### config.mk
export PLATFORM = sky130hd
export DESIGN_NAME = sfc_top
export DESIGN_NICKNAME = d
export VERILOG_FILES = /design/src/sfc_pkg.sv /design/src/sfc_top.sv
export SDC_FILE = /design/constraint.sdc
export NUM_CORES = 1
export LEC_CHECK = 0
export ABC_AREA = 1
export ABC_CLOCK_PERIOD_IN_PS = 4700
export BUFFER_PORTS_ARGS = -buffer_cell sky130_fd_sc_hd__buf_2
export CAP_MARGIN = 20
export CORE_MARGIN = 2
export CORE_UTILIZATION = 62
export CTS_BUF_LIST = sky130_fd_sc_hd__clkbuf_8 sky130_fd_sc_hd__clkbuf_16
export CTS_CLUSTER_SIZE = 28
export DETAILED_ROUTE_END_ITERATION = 16
export PLACE_DENSITY_LB_ADDON = 0.08
export SYNTH_ARGS = -nofsm -noshare
export SYNTH_HDL_FRONTEND = slang
export SYNTH_SLANG_ARGS = --single-unit
### constraint.sdc
create_clock -name clk_i -period 4.7 [get_ports clk_i]
set_input_delay 0.705 -clock clk_i [delete_from_list [all_inputs] [get_ports clk_i]]
set_output_delay 0.705 -clock clk_i [all_outputs]
set_load 0.01 [all_outputs]
### src/sfc_pkg.sv
/*
   Shared constants for the serial flash command logic: opcodes, status
   bit positions, phase lengths, timing and the frame state encoding.
   Assumes a 250 MHz system clock and 8-bit array data.
*/
package sfc_pkg;

   // Opcodes handled by this block
   localparam logic [7:0] OP_WREN  = 8'h06;
   localparam logic [7:0] OP_WRDI  = 8'h04;
   localparam logic [7:0] OP_VWREN = 8'h50;
   localparam logic [7:0] OP_WSR1  = 8'h01;
   localparam logic [7:0] OP_WSR2  = 8'h31;
   localparam logic [7:0] OP_WSR3  = 8'h11;
   localparam logic [7:0] OP_RSR1  = 8'h05;
   localparam logic [7:0] OP_RSR2  = 8'h35;
   localparam logic [7:0] OP_RSR3  = 8'h15;
   localparam logic [7:0] OP_READ  = 8'h03;
   localparam logic [7:0] OP_FAST  = 8'h0b;
   localparam logic [7:0] OP_DOUT  = 8'h3b;
   localparam logic [7:0] OP_QOUT  = 8'h6b;
   localparam logic [7:0] OP_DIO   = 8'hbb;
   localparam logic [7:0] OP_CRMR  = 8'hff;

   // Status bit positions and masks
   localparam int          BIT_SRPL   = 7;
   localparam int          BIT_SRPH   = 8;
   localparam int          BIT_QE     = 9;
   localparam int          BIT_CMP    = 14;
   localparam logic [23:0] WSR_MASK   = 24'h607ffc;
   localparam logic [23:0] STATUS_RST = 24'h000000;
   localparam logic [1:0]  CONT_MODE  = 2'h2;

   // Phase lengths in serial clocks
   localparam logic [5:0] OPC_LAST    = 6'h07;
   localparam logic [5:0] ADDR_LAST_S = 6'h17;
   localparam logic [5:0] ADDR_LAST_D = 6'h0f;
   localparam logic [5:0] DUMMY_LAST  = 6'h07;
   localparam logic [5:0] WSR_SHORT   = 6'h08;
   localparam logic [5:0] WSR_LONG    = 6'h10;
   localparam logic [5:0] CNT_SAT     = 6'h3f;

   // Buffer shape
   localparam int FIFO_WIDTH = 8;
   localparam int FIFO_DEPTH = 16;

   // Timing
   localparam int CLK_MHZ     = 250;
   localparam int WSR_TIME_US = 5000;
   localparam int WSR_CYCLES  = WSR_TIME_US * CLK_MHZ;

   // Frame states, one-hot
   typedef enum logic [6:0] {
      ST_IDLE  = 7'h01,
      ST_OPC   = 7'h02,
      ST_ADDR  = 7'h04,
      ST_DUMMY = 7'h08,
      ST_DATA  = 7'h10,
      ST_SREAD = 7'h20,
      ST_WDATA = 7'h40
   } sfc_state_type;

   localparam sfc_state_type ST_SKIP = ST_IDLE;

endpackage : sfc_pkg

### src/sfc_top.sv
/*
   Serial flash command logic: status writes, write enables, status reads
   and the single, dual and quad read family with continuous dual mode.
   Assumes the link pins arrive asynchronously and are sampled by clk_i,
   and that an array port outside answers each byte request.
*/
// Notes on behaviour
// - Status write never changes bits 23, 20..15, 1 and 0.
// - Status write runs only if select rises after 8 or 16 bits.
// - Eight-bit WSR1 status write clears complement, quad enable and high protect.
// - Select rising on a valid status write starts the timed cycle.
// - Progress flag is 1 during the cycle, 0 after; status stays readable.
// - Write enable latch clears when the timed cycle completes.
// - Write enable instruction sets the write enable latch.
// - Status write updates block protect and status protect bits.
// - Hardware protected mode refuses every status write.
// - Volatile enable leaves the latch; next status write skips the timed cycle.
// - Normal read takes 24 address bits, shifts data out on falling edges.
// - Address advances after every byte until select rises.
// - Normal read during a running cycle is ignored.
// - Fast read takes address plus one dummy byte before data.
// - Dual output read drives two bits per clock.
// - Quad output read drives four bits per clock.
// - Dual I/O read takes address and mode two bits per clock.
// - Mode bits 5:4 equal to 10 make the next frame opcode-free.
// - Mode reset instruction is decoded only with continuous mode off; mode bits 5:4 other than 10 clear the stored mode.
// - Two-bit output puts even bits on line 0, odd on line 1.
`timescale 1ns/10ps

module sfc_fifo #(
   parameter int WIDTH = 8,
   parameter int DEPTH = 16
) (
   // Clock and reset
   input  wire logic             clk_i,
   input  wire logic             rst_i,
   input  wire logic             flush_i,
   // Fill side
   input  wire logic             in_valid_i,
   output logic                  in_ready_o,
   input  wire logic [WIDTH-1:0] in_data_i,
   // Drain side
   output logic                  out_valid_o,
   input  wire logic             out_ready_i,
   output logic      [WIDTH-1:0] out_data_o
);
   localparam int AW = $clog2(DEPTH);

   logic [WIDTH-1:0] mem_q [DEPTH];
   logic [AW-1:0]    wr_q;
   logic [AW-1:0]    rd_q;
   logic [AW:0]      cnt_q;
   logic             push;
   logic             pop;

   // Flags straight from the fill count
   assign in_ready_o  = (cnt_q != (AW+1)'(DEPTH));
   assign out_valid_o = (cnt_q != '0);
   assign push        = in_valid_i & in_ready_o;
   assign pop         = out_valid_o & out_ready_i;
   assign out_data_o  = mem_q[rd_q];

   // Storage, no reset needed
   always_ff @(posedge clk_i) begin
      if (push) begin
         mem_q[wr_q] <= in_data_i;
      end
   end

   // Pointers wrap naturally, depth is a power of two
   always_ff @(posedge clk_i) begin
      if (rst_i || flush_i) begin
         wr_q  <= '0;
         rd_q  <= '0;
         cnt_q <= '0;
      end else begin
         if (push) begin
            wr_q <= wr_q + 1'b1;
         end
         if (pop) begin
            rd_q <= rd_q + 1'b1;
         end
         cnt_q <= cnt_q + (AW+1)'(push) - (AW+1)'(pop);
      end
   end
endmodule : sfc_fifo

module sfc_top
   import sfc_pkg::*;
#(
   parameter int unsigned TW_CYCLES = WSR_CYCLES
) (
   // Clock and reset
   input  wire logic        clk_i,
   input  wire logic        rst_i,
   // Serial link
   input  wire logic        sclk_i,
   input  wire logic        cs_n_i,
   input  wire logic [3:0]  io_i,
   output logic      [3:0]  io_o,
   output logic      [3:0]  io_oe_o,
   input  wire logic        wp_n_i,
   // Array side
   input  wire logic        array_busy_i,
   output logic             mem_req_o,
   input  wire logic        mem_ready_i,
   output logic      [23:0] mem_addr_o,
   input  wire logic        mem_valid_i,
   input  wire logic [7:0]  mem_data_i,
   // Status view
   output logic      [23:0] status_o,
   output logic             cont_mode_o
);
   logic          sclk_m, sclk_s, sclk_d;
   logic          cs_m, cs_s, cs_d;
   logic [3:0]    io_m, io_s;
   logic          wp_m, wp_s;
   logic          rise, fall, frame_start, frame_end;
   sfc_state_type state_q;
   logic [5:0]    cnt_q;
   logic [31:0]   sh_q, sh_next;
   logic [7:0]    opc_q, op;
   logic          dual_q, dummy_q;
   logic [2:0]    lanes_q;
   logic          addr_last;
   logic [23:0]   addr_cap;
   logic [7:0]    mode_cap;
   logic          cont_q, vol_q, wel_q, wip_q;
   logic [23:0]   st_q, new_q, cand, merged;
   logic [31:0]   tw_cnt_q;
   logic          hw_prot, wsr_ok, rd_ok, wsr_valid;
   logic          fetch_on_q, pend_q, drop_q;
   logic [23:0]   fetch_addr_q;
   logic          fifo_in_ready, fifo_out_valid, pop;
   logic [7:0]    fifo_dout;
   logic [2:0]    obit_q, obit_last;
   logic [7:0]    out_sh_q, cur, stat_byte;
   logic [3:0]    io_q, oe_q;

   // Two-flop synchronisers; the third stage only feeds edge detection
   always_ff @(posedge clk_i) begin
      if (rst_i) begin
         sclk_m <= 1'b0;
         sclk_s <= 1'b0;
         sclk_d <= 1'b0;
         cs_m   <= 1'b1;
         cs_s   <= 1'b1;
         cs_d   <= 1'b1;
         io_m   <= 4'h0;
         io_s   <= 4'h0;
         wp_m   <= 1'b1;
         wp_s   <= 1'b1;
      end else begin
         sclk_m <= sclk_i;
         sclk_s <= sclk_m;
         sclk_d <= sclk_s;
         cs_m   <= cs_n_i;
         cs_s   <= cs_m;
         cs_d   <= cs_s;
         io_m   <= io_i;
         io_s   <= io_m;
         wp_m   <= wp_n_i;
         wp_s   <= wp_m;
      end
   end

   // Link events
   assign rise        = sclk_s & ~sclk_d & ~cs_s;
   assign fall        = ~sclk_s & sclk_d & ~cs_s;
   assign frame_start = ~cs_s & cs_d;
   assign frame_end   = cs_s & ~cs_d;

   // Input shifting, MSB first; dual I/O takes two bits per edge
   assign sh_next   = dual_q ? {sh_q[29:0], io_s[1], io_s[0]}
                             : {sh_q[30:0], io_s[0]};
   assign op        = sh_next[7:0];
   assign addr_cap  = dual_q ? sh_next[31:8] : sh_next[23:0];
   assign mode_cap  = sh_next[7:0];
   assign addr_last = rise && (state_q == ST_ADDR) &&
                      (cnt_q == (dual_q ? ADDR_LAST_D : ADDR_LAST_S));

   // Protection and acceptance checks
   assign hw_prot = st_q[BIT_SRPH] | (st_q[BIT_SRPL] & ~wp_s);
   assign wsr_ok  = (wel_q | vol_q) & ~hw_prot & ~wip_q;
   assign rd_ok   = ~wip_q & ~array_busy_i;

   // Frame sequencer, advanced on sampled rising serial clock
   always_ff @(posedge clk_i) begin
      if (rst_i || cs_s) begin
         state_q <= ST_IDLE;
         cnt_q   <= 6'h00;
         if (rst_i) begin
            sh_q    <= 32'h0;
            opc_q   <= 8'h00;
            dual_q  <= 1'b0;
            dummy_q <= 1'b0;
            lanes_q <= 3'h1;
         end
      end else if (frame_start) begin
         cnt_q   <= 6'h00;
         dual_q  <= cont_q;
         dummy_q <= 1'b0;
         lanes_q <= cont_q ? 3'h2 : 3'h1;
         opc_q   <= cont_q ? OP_DIO : 8'h00;
         state_q <= cont_q ? ST_ADDR : ST_OPC;
      end else if (rise) begin
         sh_q <= sh_next;
         cnt_q <= (cnt_q == CNT_SAT) ? cnt_q : cnt_q + 6'h01;
         case (state_q)
            ST_OPC: begin
               if (cnt_q == OPC_LAST) begin
                  opc_q <= op;
                  cnt_q <= 6'h00;
                  case (op)
                     OP_READ: begin
                        state_q <= rd_ok ? ST_ADDR : ST_SKIP;
                     end
                     OP_FAST: begin
                        state_q <= ST_ADDR;
                        dummy_q <= 1'b1;
                     end
                     OP_DOUT: begin
                        state_q <= ST_ADDR;
                        dummy_q <= 1'b1;
                        lanes_q <= 3'h2;
                     end
                     OP_QOUT: begin
                        state_q <= ST_ADDR;
                        dummy_q <= 1'b1;
                        lanes_q <= 3'h4;
                     end
                     OP_DIO: begin
                        state_q <= ST_ADDR;
                        dual_q  <= 1'b1;
                        lanes_q <= 3'h2;
                     end
                     OP_RSR1, OP_RSR2, OP_RSR3: begin
                        state_q <= ST_SREAD;
                     end
                     OP_WSR1, OP_WSR2, OP_WSR3: begin
                        state_q <= wsr_ok ? ST_WDATA : ST_SKIP;
                     end
                     default: begin
                        state_q <= ST_SKIP;
                     end
                  endcase
               end
            end
            ST_ADDR: begin
               if (addr_last) begin
                  cnt_q   <= 6'h00;
                  state_q <= dummy_q ? ST_DUMMY : ST_DATA;
               end
            end
            ST_DUMMY: begin
               if (cnt_q == DUMMY_LAST) begin
                  state_q <= ST_DATA;
               end
            end
            default: begin
               state_q <= state_q;
            end
         endcase
      end
   end

   // Continuous dual mode memory
   always_ff @(posedge clk_i) begin
      if (rst_i) begin
         cont_q <= 1'b0;
      end else if (addr_last && dual_q) begin
         cont_q <= (mode_cap[5:4] == CONT_MODE);
      end else if (frame_end && state_q == ST_SKIP && opc_q == OP_CRMR) begin
         cont_q <= 1'b0;
      end
   end

   // Status write candidate; first WSR1 data byte lands in bits 7:0, WSR2 and WSR3 bytes in 15:8 and 23:16
   always_comb begin
      cand = st_q;
      case (opc_q)
         OP_WSR1: begin
            if (cnt_q == WSR_SHORT) begin
               cand[7:0]      = sh_q[7:0];
               cand[BIT_CMP]  = 1'b0;
               cand[BIT_QE]   = 1'b0;
               cand[BIT_SRPH] = 1'b0;
            end else begin
               cand[15:0] = {sh_q[7:0], sh_q[15:8]};
            end
         end
         OP_WSR2: begin
            cand[15:8] = sh_q[7:0];
         end
         OP_WSR3: begin
            cand[23:16] = sh_q[7:0];
         end
         default: begin
            cand = st_q;
         end
      endcase
      merged = (cand & WSR_MASK) | (st_q & ~WSR_MASK);
   end

   // Only exact byte boundaries execute
   assign wsr_valid = frame_end && (state_q == ST_WDATA) &&
                      ((cnt_q == WSR_SHORT) ||
                       (cnt_q == WSR_LONG && opc_q == OP_WSR1));

   // Status bits and the self-timed write cycle
   always_ff @(posedge clk_i) begin
      if (rst_i) begin
         st_q     <= STATUS_RST;
         new_q    <= STATUS_RST;
         wip_q    <= 1'b0;
         tw_cnt_q <= 32'h0;
      end else if (wip_q) begin
         if (tw_cnt_q == 32'h0) begin
            st_q  <= new_q;
            wip_q <= 1'b0;
         end else begin
            tw_cnt_q <= tw_cnt_q - 32'h1;
         end
      end else if (wsr_valid) begin
         if (vol_q) begin
            st_q <= merged;
         end else begin
            new_q    <= merged;
            wip_q    <= 1'b1;
            tw_cnt_q <= 32'(TW_CYCLES - 1);
         end
      end
   end

   // Write enable latch; a set in the completion cycle wins
   always_ff @(posedge clk_i) begin
      if (rst_i) begin
         wel_q <= 1'b0;
      end else if (frame_end && state_q == ST_SKIP && cnt_q == 6'h00 &&
                   opc_q == OP_WREN) begin
         wel_q <= 1'b1;
      end else if (wip_q && tw_cnt_q == 32'h0) begin
         wel_q <= 1'b0;
      end else if (frame_end && state_q == ST_SKIP && cnt_q == 6'h00 &&
                   opc_q == OP_WRDI) begin
         wel_q <= 1'b0;
      end
   end

   // Volatile enable lasts for the next frame only, latch untouched
   always_ff @(posedge clk_i) begin
      if (rst_i) begin
         vol_q <= 1'b0;
      end else if (frame_end) begin
         vol_q <= (state_q == ST_SKIP) && (cnt_q == 6'h00) &&
                  (opc_q == OP_VWREN);
      end
   end

   // Array fetch: one request outstanding, late answers dropped
   always_ff @(posedge clk_i) begin
      if (rst_i) begin
         fetch_on_q   <= 1'b0;
         fetch_addr_q <= 24'h0;
         pend_q       <= 1'b0;
         drop_q       <= 1'b0;
      end else begin
         if (addr_last) begin
            fetch_on_q   <= 1'b1;
            fetch_addr_q <= addr_cap;
         end else if (cs_s) begin
            fetch_on_q <= 1'b0;
         end
         if (mem_req_o && mem_ready_i) begin
            pend_q       <= 1'b1;
            fetch_addr_q <= fetch_addr_q + 24'h1;
         end else if (mem_valid_i) begin
            pend_q <= 1'b0;
         end
         if (mem_valid_i) begin
            drop_q <= 1'b0;
         end else if (frame_end && pend_q) begin
            drop_q <= 1'b1;
         end
      end
   end

   assign mem_req_o  = fetch_on_q & ~cs_s & ~pend_q & ~drop_q & fifo_in_ready;
   assign mem_addr_o = fetch_addr_q;

   // Prefetch buffer between array and shifter, flushed per frame
   sfc_fifo #(
      .WIDTH (FIFO_WIDTH),
      .DEPTH (FIFO_DEPTH)
   ) u_fifo (
      .clk_i       (clk_i),
      .rst_i       (rst_i),
      .flush_i     (frame_end),
      .in_valid_i  (mem_valid_i & pend_q & ~drop_q),
      .in_ready_o  (fifo_in_ready),
      .in_data_i   (mem_data_i),
      .out_valid_o (fifo_out_valid),
      .out_ready_i (pop),
      .out_data_o  (fifo_dout)
   );

   // Output byte selection
   always_comb begin
      case (opc_q)
         OP_RSR2: stat_byte = status_o[15:8];
         OP_RSR3: stat_byte = status_o[23:16];
         default: stat_byte = status_o[7:0];
      endcase
      if (obit_q != 3'h0) begin
         cur = out_sh_q;
      end else if (state_q == ST_DATA) begin
         cur = fifo_out_valid ? fifo_dout : 8'h00;
      end else begin
         cur = stat_byte;
      end
   end

   assign obit_last = (lanes_q == 3'h4) ? 3'h1 : (lanes_q == 3'h2) ? 3'h3 : 3'h7;
   assign pop       = fall && (state_q == ST_DATA) && (obit_q == 3'h0);

   // Output shifter on sampled falling edges; released when deselected
   always_ff @(posedge clk_i) begin
      if (rst_i || cs_s) begin
         obit_q   <= 3'h0;
         out_sh_q <= 8'h00;
         io_q     <= 4'h0;
         oe_q     <= 4'h0;
      end else if (fall && (state_q == ST_DATA || state_q == ST_SREAD)) begin
         obit_q <= (obit_q == obit_last) ? 3'h0 : obit_q + 3'h1;
         case (lanes_q)
            3'h4: begin
               io_q     <= cur[7:4];
               oe_q     <= 4'hf;
               out_sh_q <= {cur[3:0], 4'h0};
            end
            3'h2: begin
               io_q     <= {2'h0, cur[7], cur[6]};
               oe_q     <= 4'h3;
               out_sh_q <= {cur[5:0], 2'h0};
            end
            default: begin
               io_q     <= {2'h0, cur[7], 1'b0};
               oe_q     <= 4'h2;
               out_sh_q <= {cur[6:0], 1'b0};
            end
         endcase
      end
   end

   // Outputs
   assign io_o        = io_q;
   assign io_oe_o     = oe_q;
   assign status_o    = {st_q[23:2], wel_q, wip_q};
   assign cont_mode_o = cont_q;

endmodule : sfc_top

==> results_dict.tcl, run 1 <==
set metrics [dict create \
    die_x_um 169 \
    root_buffer "clkbuf_16" \
    power.total_mw 6.29 \
    cpLargestDelayFamily "simple AND/OR/NAND/NOR gates" \
    grt.overflow.total 0 \
    cts_tree "built" \
    postCtsHoldBufs 0 \
    ys.warnings.count 0 \
    yosys.area.top_type "edfxtp_1" \
    required_ns 5.11 \
    rrSetupSlack_ns 1.35 \
    path_cells "inv_1, nor3_1, nand3_2, nor2_2, nand3_1, inv_1, ha_1, inv_1, ha_1, inv_1, fa_1, inv_1, nand2_1, a21oi_1, nor2_1, o21ai_0, a21oi_1" \
    ctsHtreeMaxLevel 2 \
    rsz0062_at_grt "no" \
    cts_resized 0 \
    n_fill_cell 2196 \
    post-place-ws_ns 1.44 \
    drv_cap 0 \
    finalMaxSlewViolations 0 \
    max_freq_mhz 299 \
    postCtsSetupBuffers 0 \
    die-height_um 169 \
    startpoint_type "flip-flop" \
    worst_slack_ns 1.35 \
    port_buffers 75 \
    hpwl_mm 28.2 \
    coreArea_um2 26800 \
    rows 60 \
    num_vias 14400 \
    clkTransAtPathRegs_ns 0.06 \
    synth_edf_count 171 \
    gp_congestion 0.980 \
    crit_buf_inv 5 \
    finish.utilization_pct 69.5 \
    ys_seq_elements 337 \
    grt_use_total_pct 29.6 \
    yosys.cell_types.count 53 \
    start_util_pct 62.8 \
    layout-drive-gt1-share_pct 11.2 \
    grt_use_met1_pct 40.5 \
    critPathKind "flip-flop to flip-flop" \
    path_max_fanout 10 \
    io_pins 78 \
    insertion_delay_ns 0.54 \
    place_area_um2 17300 \
    final_area_um2 18600 \
    tightest_slew_ns 0.931 \
    async_flop_share_pct 0 \
    synth_area_leaders "edfxtp_1 (31%), dfxtp_1 (20%), nand2_1 (11%)" \
    ys_top_cells_by_count "nand2_1 (493), nor2_1 (309), inv_1 (205), edfxtp_1 (171), dfxtp_1 (166)" \
    grt_pass1_vias 13400 \
    finalClockSkew_ns 0.0220 \
    yosysMostFrequentCell "nand2_1" \
    cts_buffers 37 \
    crit_path_end_kind "flip-flop" \
    die-area_um2 28500 \
    grt_pass1_wl_mm 67.7 \
    hp-class "input pin to flip-flop" \
    status "complete, no violations" \
    netlist.area_leader.share_pct 30.5 \
    avgSynthCellArea_um2 7.97 \
    cp_common_cell "inv_1" \
    avgRoutedWirePerCell_um 16.5 \
    ys.flop_type "edfxtp_1" \
    viasPerCell 5.70 \
    period_minus_slack_ns 3.35 \
    cts_max_path_buffers 3 \
    grt_max_degree 68 \
    power_density_nw_per_um2 338 \
    numClockSinks 337 \
    syn_inst 2112 \
    drt_iter0_drc 1444 \
    dr.pass1.iters 6 \
    finalCritPeriodShare_pct 71.2 \
    grtUsageMet2_pct 49.0 \
    worst_path_max_delay_cell "nor2_2" \
    grt_busiest_layer "met2" \
    drc 0 \
    hold_violations 0 \
    syn_to_final_growth_pct 10.6 \
    wl_mm 41.8 \
    grt_use_met3_pct 3.79 \
    synth_nets 2151 \
    worst_ep_arrival_time_ns 3.75 \
    max_slew_margin_pct 37.9 \
    fin_tns_setup_ns 0 \
    ir_drop_v 0.000235 \
    setup_viol 0 \
    final_antenna_net_count 0 \
    power.leakage_nw 7.87 \
    netlist_area_um2 16800 \
    crit_path_max_incr_delay_ns 0.45 \
    antenna_found_initial 0 \
    yosysSeqAreaShare_pct 50.3 \
    nNetsFinal 2197 \
    antenna_cells 0 \
]
worst register-to-register path: stages, from the launching register on:
cell and delay [ns]:
dfxtp_1 0.37, inv_1 0.09, nor3_1 0.26, nand3_2 0.33
nor2_2 0.45, nand3_1 0.21, inv_1 0.12, ha_1 0.24
inv_1 0.06, ha_1 0.15, inv_1 0.05, fa_1 0.37
inv_1 0.08, nand2_1 0.05, a21oi_1 0.12, nor2_1 0.07
o21ai_0 0.15, a21oi_1 0.06
layout make-up:
| cell class | instances | area, µm² | share of cell area (%) |
|---|---|---|---|
| multi-input combinational | 1475 | 7160 | 38.4 |
| inverter | 218 | 820 | 4.40 |
| timing repair buffer | 89 | 480 | 2.58 |
| clock inverter | 26 | 293 | 1.57 |
| clock buffer | 41 | 981 | 5.27 |
| sequential | 337 | 8460 | 45.4 |
| tap | 341 | 427 | 2.29 |
path summary, 6_finish.rpt:
path | start | cells after the start | end
hold reg to reg | io_m[0] | 2 | io_s[0]
hold / removal | cs_n_i | 2 | cs_m
setup / recovery | state_q[4] | 17 | u_fifo.cnt_q[4]
setup reg to reg | state_q[4] | 17 | u_fifo.cnt_q[4]
state kept, by name (all words and copies together) (netlist names), 8 cells and up, named ones only:
register / flops
u_fifo.mem_q: 128
sh_q: 30
st_q: 22
new_q: 22
opc_q: 8
tw_cnt_q: 32
mem_addr_o: 24
metal layers:
metal	wire, µm	up-vias
met5	0	-
met4	1080	0
met3	2950	81
met2	19700	538
met1	18100	6703
li1	-	7077
logic make-up (layout without fill, tap and decap cells):
| family | after synthesis | in the layout | synth area share (%) |
|---|---|---|---|
| AO/OA/AOI/OAI | 334 | 334 | 11.2 |
| XOR/XNOR | 38 | 38 | 1.98 |
| adder cells (fa/ha/maj) | 19 | 19 | 1.46 |
| buffers and inverters | 300 | 374 | 7.23 |
| flip-flops | 337 | 337 | 50.3 |
| AND/OR/NAND/NOR | 1084 | 1084 | 27.9 |
stage by stage:
| step | instances | hold WS, ns |
|---|---|---|
| 2_1_floorplan | 2112 | 0.388 |
| 3_3_place_gp | 2460 | 0.396 |
| 3_5_place_dp | 2460 | 0.401 |
| 4_1_cts | 2527 | 0.350 |
| 5_1_grt | 2527 | 0.350 |
| 6_report | 2527 | 0.368 |
power breakdown:
group | switching (mW) | total (mW) | internal, mW
registers | 0.0176 | 3.13 | 3.11
logic | 0.125 | 0.163 | 0.0373
clock network | 1.17 | 3.00 | 1.83
total | 1.31 | 6.29 | 4.98
cell usage in the layout (no fill, tap or decap), types with 9 or more instances in the layout:
cell | synthesis | routed
inv_2 | 10 | 10
a21oi_1 | 122 | 122
buf_2 | 14 | 75
xnor2_1 | 10 | 10
a21oi_2 | 20 | 20
nand3_2 | 9 | 9
or2_2 | 23 | 23
nand2_2 | 20 | 20
nor2_1 | 309 | 309
dfxtp_1 | 166 | 165
nand3_1 | 144 | 144
inv_1 | 205 | 216
o21ai_0 | 132 | 131
o211ai_1 | 24 | 24
buf_4 | 5 | 14
nand2_1 | 493 | 493
ha_1 | 18 | 18
nand4_1 | 32 | 32
clkbuf_16 | 0 | 37
edfxtp_1 | 171 | 171
a31oi_1 | 9 | 9
xor2_1 | 28 | 28
nor3_1 | 25 | 25
No activity file was read; power rests on OpenSTA's default activity.
==> run 2: changes to the inputs <==
--- a/config.mk
+++ b/config.mk
@@ -5,12 +5,12 @@
 export SDC_FILE = /design/constraint.sdc
 export NUM_CORES = 1
 export LEC_CHECK = 0
-export ABC_AREA = 1
-export ABC_CLOCK_PERIOD_IN_PS = 4700
+export ABC_AREA = 0
+export ABC_CLOCK_PERIOD_IN_PS = 2960
 export BUFFER_PORTS_ARGS = -buffer_cell sky130_fd_sc_hd__buf_2
 export CAP_MARGIN = 20
 export CORE_MARGIN = 2
-export CORE_UTILIZATION = 62
+export CORE_UTILIZATION = 56
 export CTS_BUF_LIST = sky130_fd_sc_hd__clkbuf_8 sky130_fd_sc_hd__clkbuf_16
 export CTS_CLUSTER_SIZE = 28
 export DETAILED_ROUTE_END_ITERATION = 16
==> constraint.sdc (replaced) <==
create_clock -name clk_i -period 2.96 [get_ports clk_i]
set_input_delay 0.444 -clock clk_i [delete_from_list [all_inputs] [get_ports clk_i]]
set_output_delay 0.444 -clock clk_i [all_outputs]
set_load 0.01 [all_outputs]
==> results_dict.tcl, run 2 <==
set metrics [dict create \
    status "complete, no violations" \
    finalMaxSlewViolations 0 \
    drc 0 \
    antenna_cells 0 \
    postCtsSetupBuffers 0 \
    num_vias 12300 \
    grt_pass1_wl_mm 62.4 \
    hpwl_mm 27.2 \
    avgSynthCellArea_um2 10.5 \
    io_pins 78 \
    cts_max_path_buffers 3 \
    cp_common_cell "inv_1" \
    sequentialPowerShare_pct 50.8 \
    period_minus_slack_ns 2.79 \
    numClockSinks 337 \
    clkTransAtPathRegs_ns 0.06 \
    power_density_nw_per_um2 535 \
    finalCritPeriodShare_pct 94.1 \
    hold_depth 2 \
    cp-startpoint "cs_s" \
    insertion_delay_ns 0.53 \
    crit_path_end_kind "flip-flop" \
    ys.flop_type "edfxtp_1" \
    cts_resized 0 \
    finalClockSkew_ns 0.0212 \
    port_buffers 75 \
    final_common_cell "edfxtp_1" \
    crit_path_max_incr_delay_ns 0.57 \
    yosysSeqAreaShare_pct 53.2 \
    rrSetupSlack_ns 0.17 \
    yosysMostFrequentCell "edfxtp_1" \
    layout-drive-gt1-share_pct 17.6 \
    dr.pass1.iters 7 \
    die-area_um2 29700 \
    postCtsHoldBufs 0 \
    viasPerCell 6.09 \
    regMostFlops "u_fifo.mem_q" \
    ff2ff_path_depth 12 \
    yosys.cell_types.count 92 \
    startpoint_type "flip-flop" \
    syn_to_final_growth_pct 15.0 \
    setup_viol 0 \
    grt.overflow.total 0 \
    pwr-share-clk_pct 46.5 \
    ys_seq_elements 337 \
    cts_buffers 37 \
    async_flop_share_pct 0 \
    gp_congestion 0.908 \
    synth_nets 1554 \
    n_fill_cell 2234 \
    rsz0062_at_grt "no" \
    grt_max_degree 76 \
    worst_path_max_delay_cell "or3b_2" \
    internal_power_mw 7.69 \
    die-height_um 172 \
    hold_end "wp_m" \
    start_util_pct 57.0 \
    ir_drop_v 0.000522 \
    finish.utilization_pct 65.6 \
    ys.warnings.count 0 \
    final_antenna_net_count 0 \
    critPathKind "flip-flop to flip-flop" \
    p_switching_mw 2.09 \
    largest_reg_flops 128 \
    nNetsFinal 1653 \
    syn_inst 1515 \
    layout_common_cells "edfxtp_1 (171), dfxtp_1 (166), a21oi_1 (140)" \
    path_max_fanout 11 \
    grt_use_total_pct 26.9 \
    min_from "wp_n_i" \
    hold_violations 0 \
    root_buffer "clkbuf_16" \
    hp-class "input pin to flip-flop" \
    required_ns 3.40 \
    max_freq_mhz 359 \
    worst_ep_arrival_time_ns 3.22 \
    pwr-share-comb_pct 2.7 \
    sw_frac_of_total_pct 21.3 \
    ctsHtreeMaxLevel 2 \
    cts_tree "built" \
    grt_pass1_vias 11400 \
    rows 61 \
    fin_cells 2021 \
    netlist_area_um2 15900 \
    coreArea_um2 27900 \
    ys_top_cells_by_count "edfxtp_1 (171), dfxtp_1 (166), a21oi_1 (140), nand2_1 (137), nor2_1 (135)" \
    path_cells "or3b_2, nor3_1, ha_1, inv_1, ha_1, inv_1, fa_2, inv_1, a21oi_1, nor2_1, or3_1, a21oi_1" \
    netlist.area_leader.share_pct 32.3 \
    wl_mm 39.6 \
    drv_cap 0 \
    place_inst 1953 \
    reg_top3 "u_fifo.mem_q x128, tw_cnt_q x32, sh_q x30" \
    synth_edf_count 171 \
    fin_tns_setup_ns 0 \
    r2r_end "u_fifo.cnt_q[4]" \
    synth_area_leaders "edfxtp_1 (32%), dfxtp_1 (21%), a21oi_1 (4.4%)" \
    tightest_slew_ns 0.827 \
    die_x_um 172 \
    avgRoutedWirePerCell_um 19.6 \
    drt_iter0_drc 1238 \
    yosys.area.top_type "edfxtp_1" \
    power.leakage_nw 6.59 \
    reg2reg_from "cs_s" \
    antenna_found_initial 0 \
    max_slew_margin_pct 44.9 \
]
-- run 2: how the worst max path moves through the flow --
stage | endpoint | cells past startpoint
final | u_fifo.cnt_q[4] | 12
after global routing | mem_addr_o[14] | 5
after CTS | u_fifo.cnt_q[4] | 15
after detailed placement | u_fifo.cnt_q[4] | 15
after global placement | u_fifo.cnt_q[4] | 15
after floorplan | u_fifo.cnt_q[4] | 15
-- run 2: cell type report --
type,count,area [µm²],share of cell area [%]
clock buffers,43,1030,5.65
repair buffers,156,1020,5.60
flip-flops and latches,337,8460,46.3
well taps,378,473,2.59
clock inverters,25,190,1.04
multi-input cells,1045,6950,38.0
inverters,37,139,0.761
-- run 2: critical path: cells and delay by family (launching register included) --
kind | cells | cell delay [ns]
adder cells (fa/ha/maj) | 3 | 0.58
flip-flops | 1 | 0.40
AO/OA/AOI/OAI | 2 | 0.27
AND/OR/NAND/NOR | 4 | 1.32
buffers and inverters | 3 | 0.15
-- run 2: logic make-up after synthesis --
family,after synthesis,synth area share [%]
AO/OA/AOI/OAI,355,14.6
XOR/XNOR,26,1.43
adder cells (fa/ha/maj),19,1.54
buffers and inverters,133,3.39
flip-flops,337,53.2
multiplexers,86,7.74
AND/OR/NAND/NOR,559,18.1
-- run 2: per-layer routing --
layer / track usage, % / routed length, µm / vias up / share of wire (%)
met4: 8.18 / 1110 / 0 / 2.8
li1: - / - / 5871 / -
met2: 44.2 / 18800 / 406 / 47
met5: 0 / 0 / - / 0
met1: 37.4 / 17300 / 5952 / 44
met3: 3.64 / 2400 / 72 / 6.1
-- run 2: per-stage QoR --
stage | setup WS, ns | hold WS (ns) | power [mW] | area [µm²]
floorplan | 0.0496 | 0.389 | 5.22 | 15900
global placement | 0.0789 | 0.396 | 5.32 | 17000
detailed placement | 0.0760 | 0.401 | 5.33 | 17000
CTS | 0.0500 | 0.0919 | 9.84 | 18200
global route | 0.0161 | 0.106 | 10.1 | 18300
finish | 0.175 | 0.110 | 9.78 | 18300
-- run 2: power by group through the flow --
stage / registers (mW) / logic (mW) / clock network, mW
after global routing: 4.97 / 0.288 / 4.81
final: 4.97 / 0.262 / 4.55
after detailed placement: 5.07 / 0.258 / 0
after global placement: 5.07 / 0.254 / 0
after CTS: 4.97 / 0.260 / 4.61
after floorplan: 5.05 / 0.170 / 0
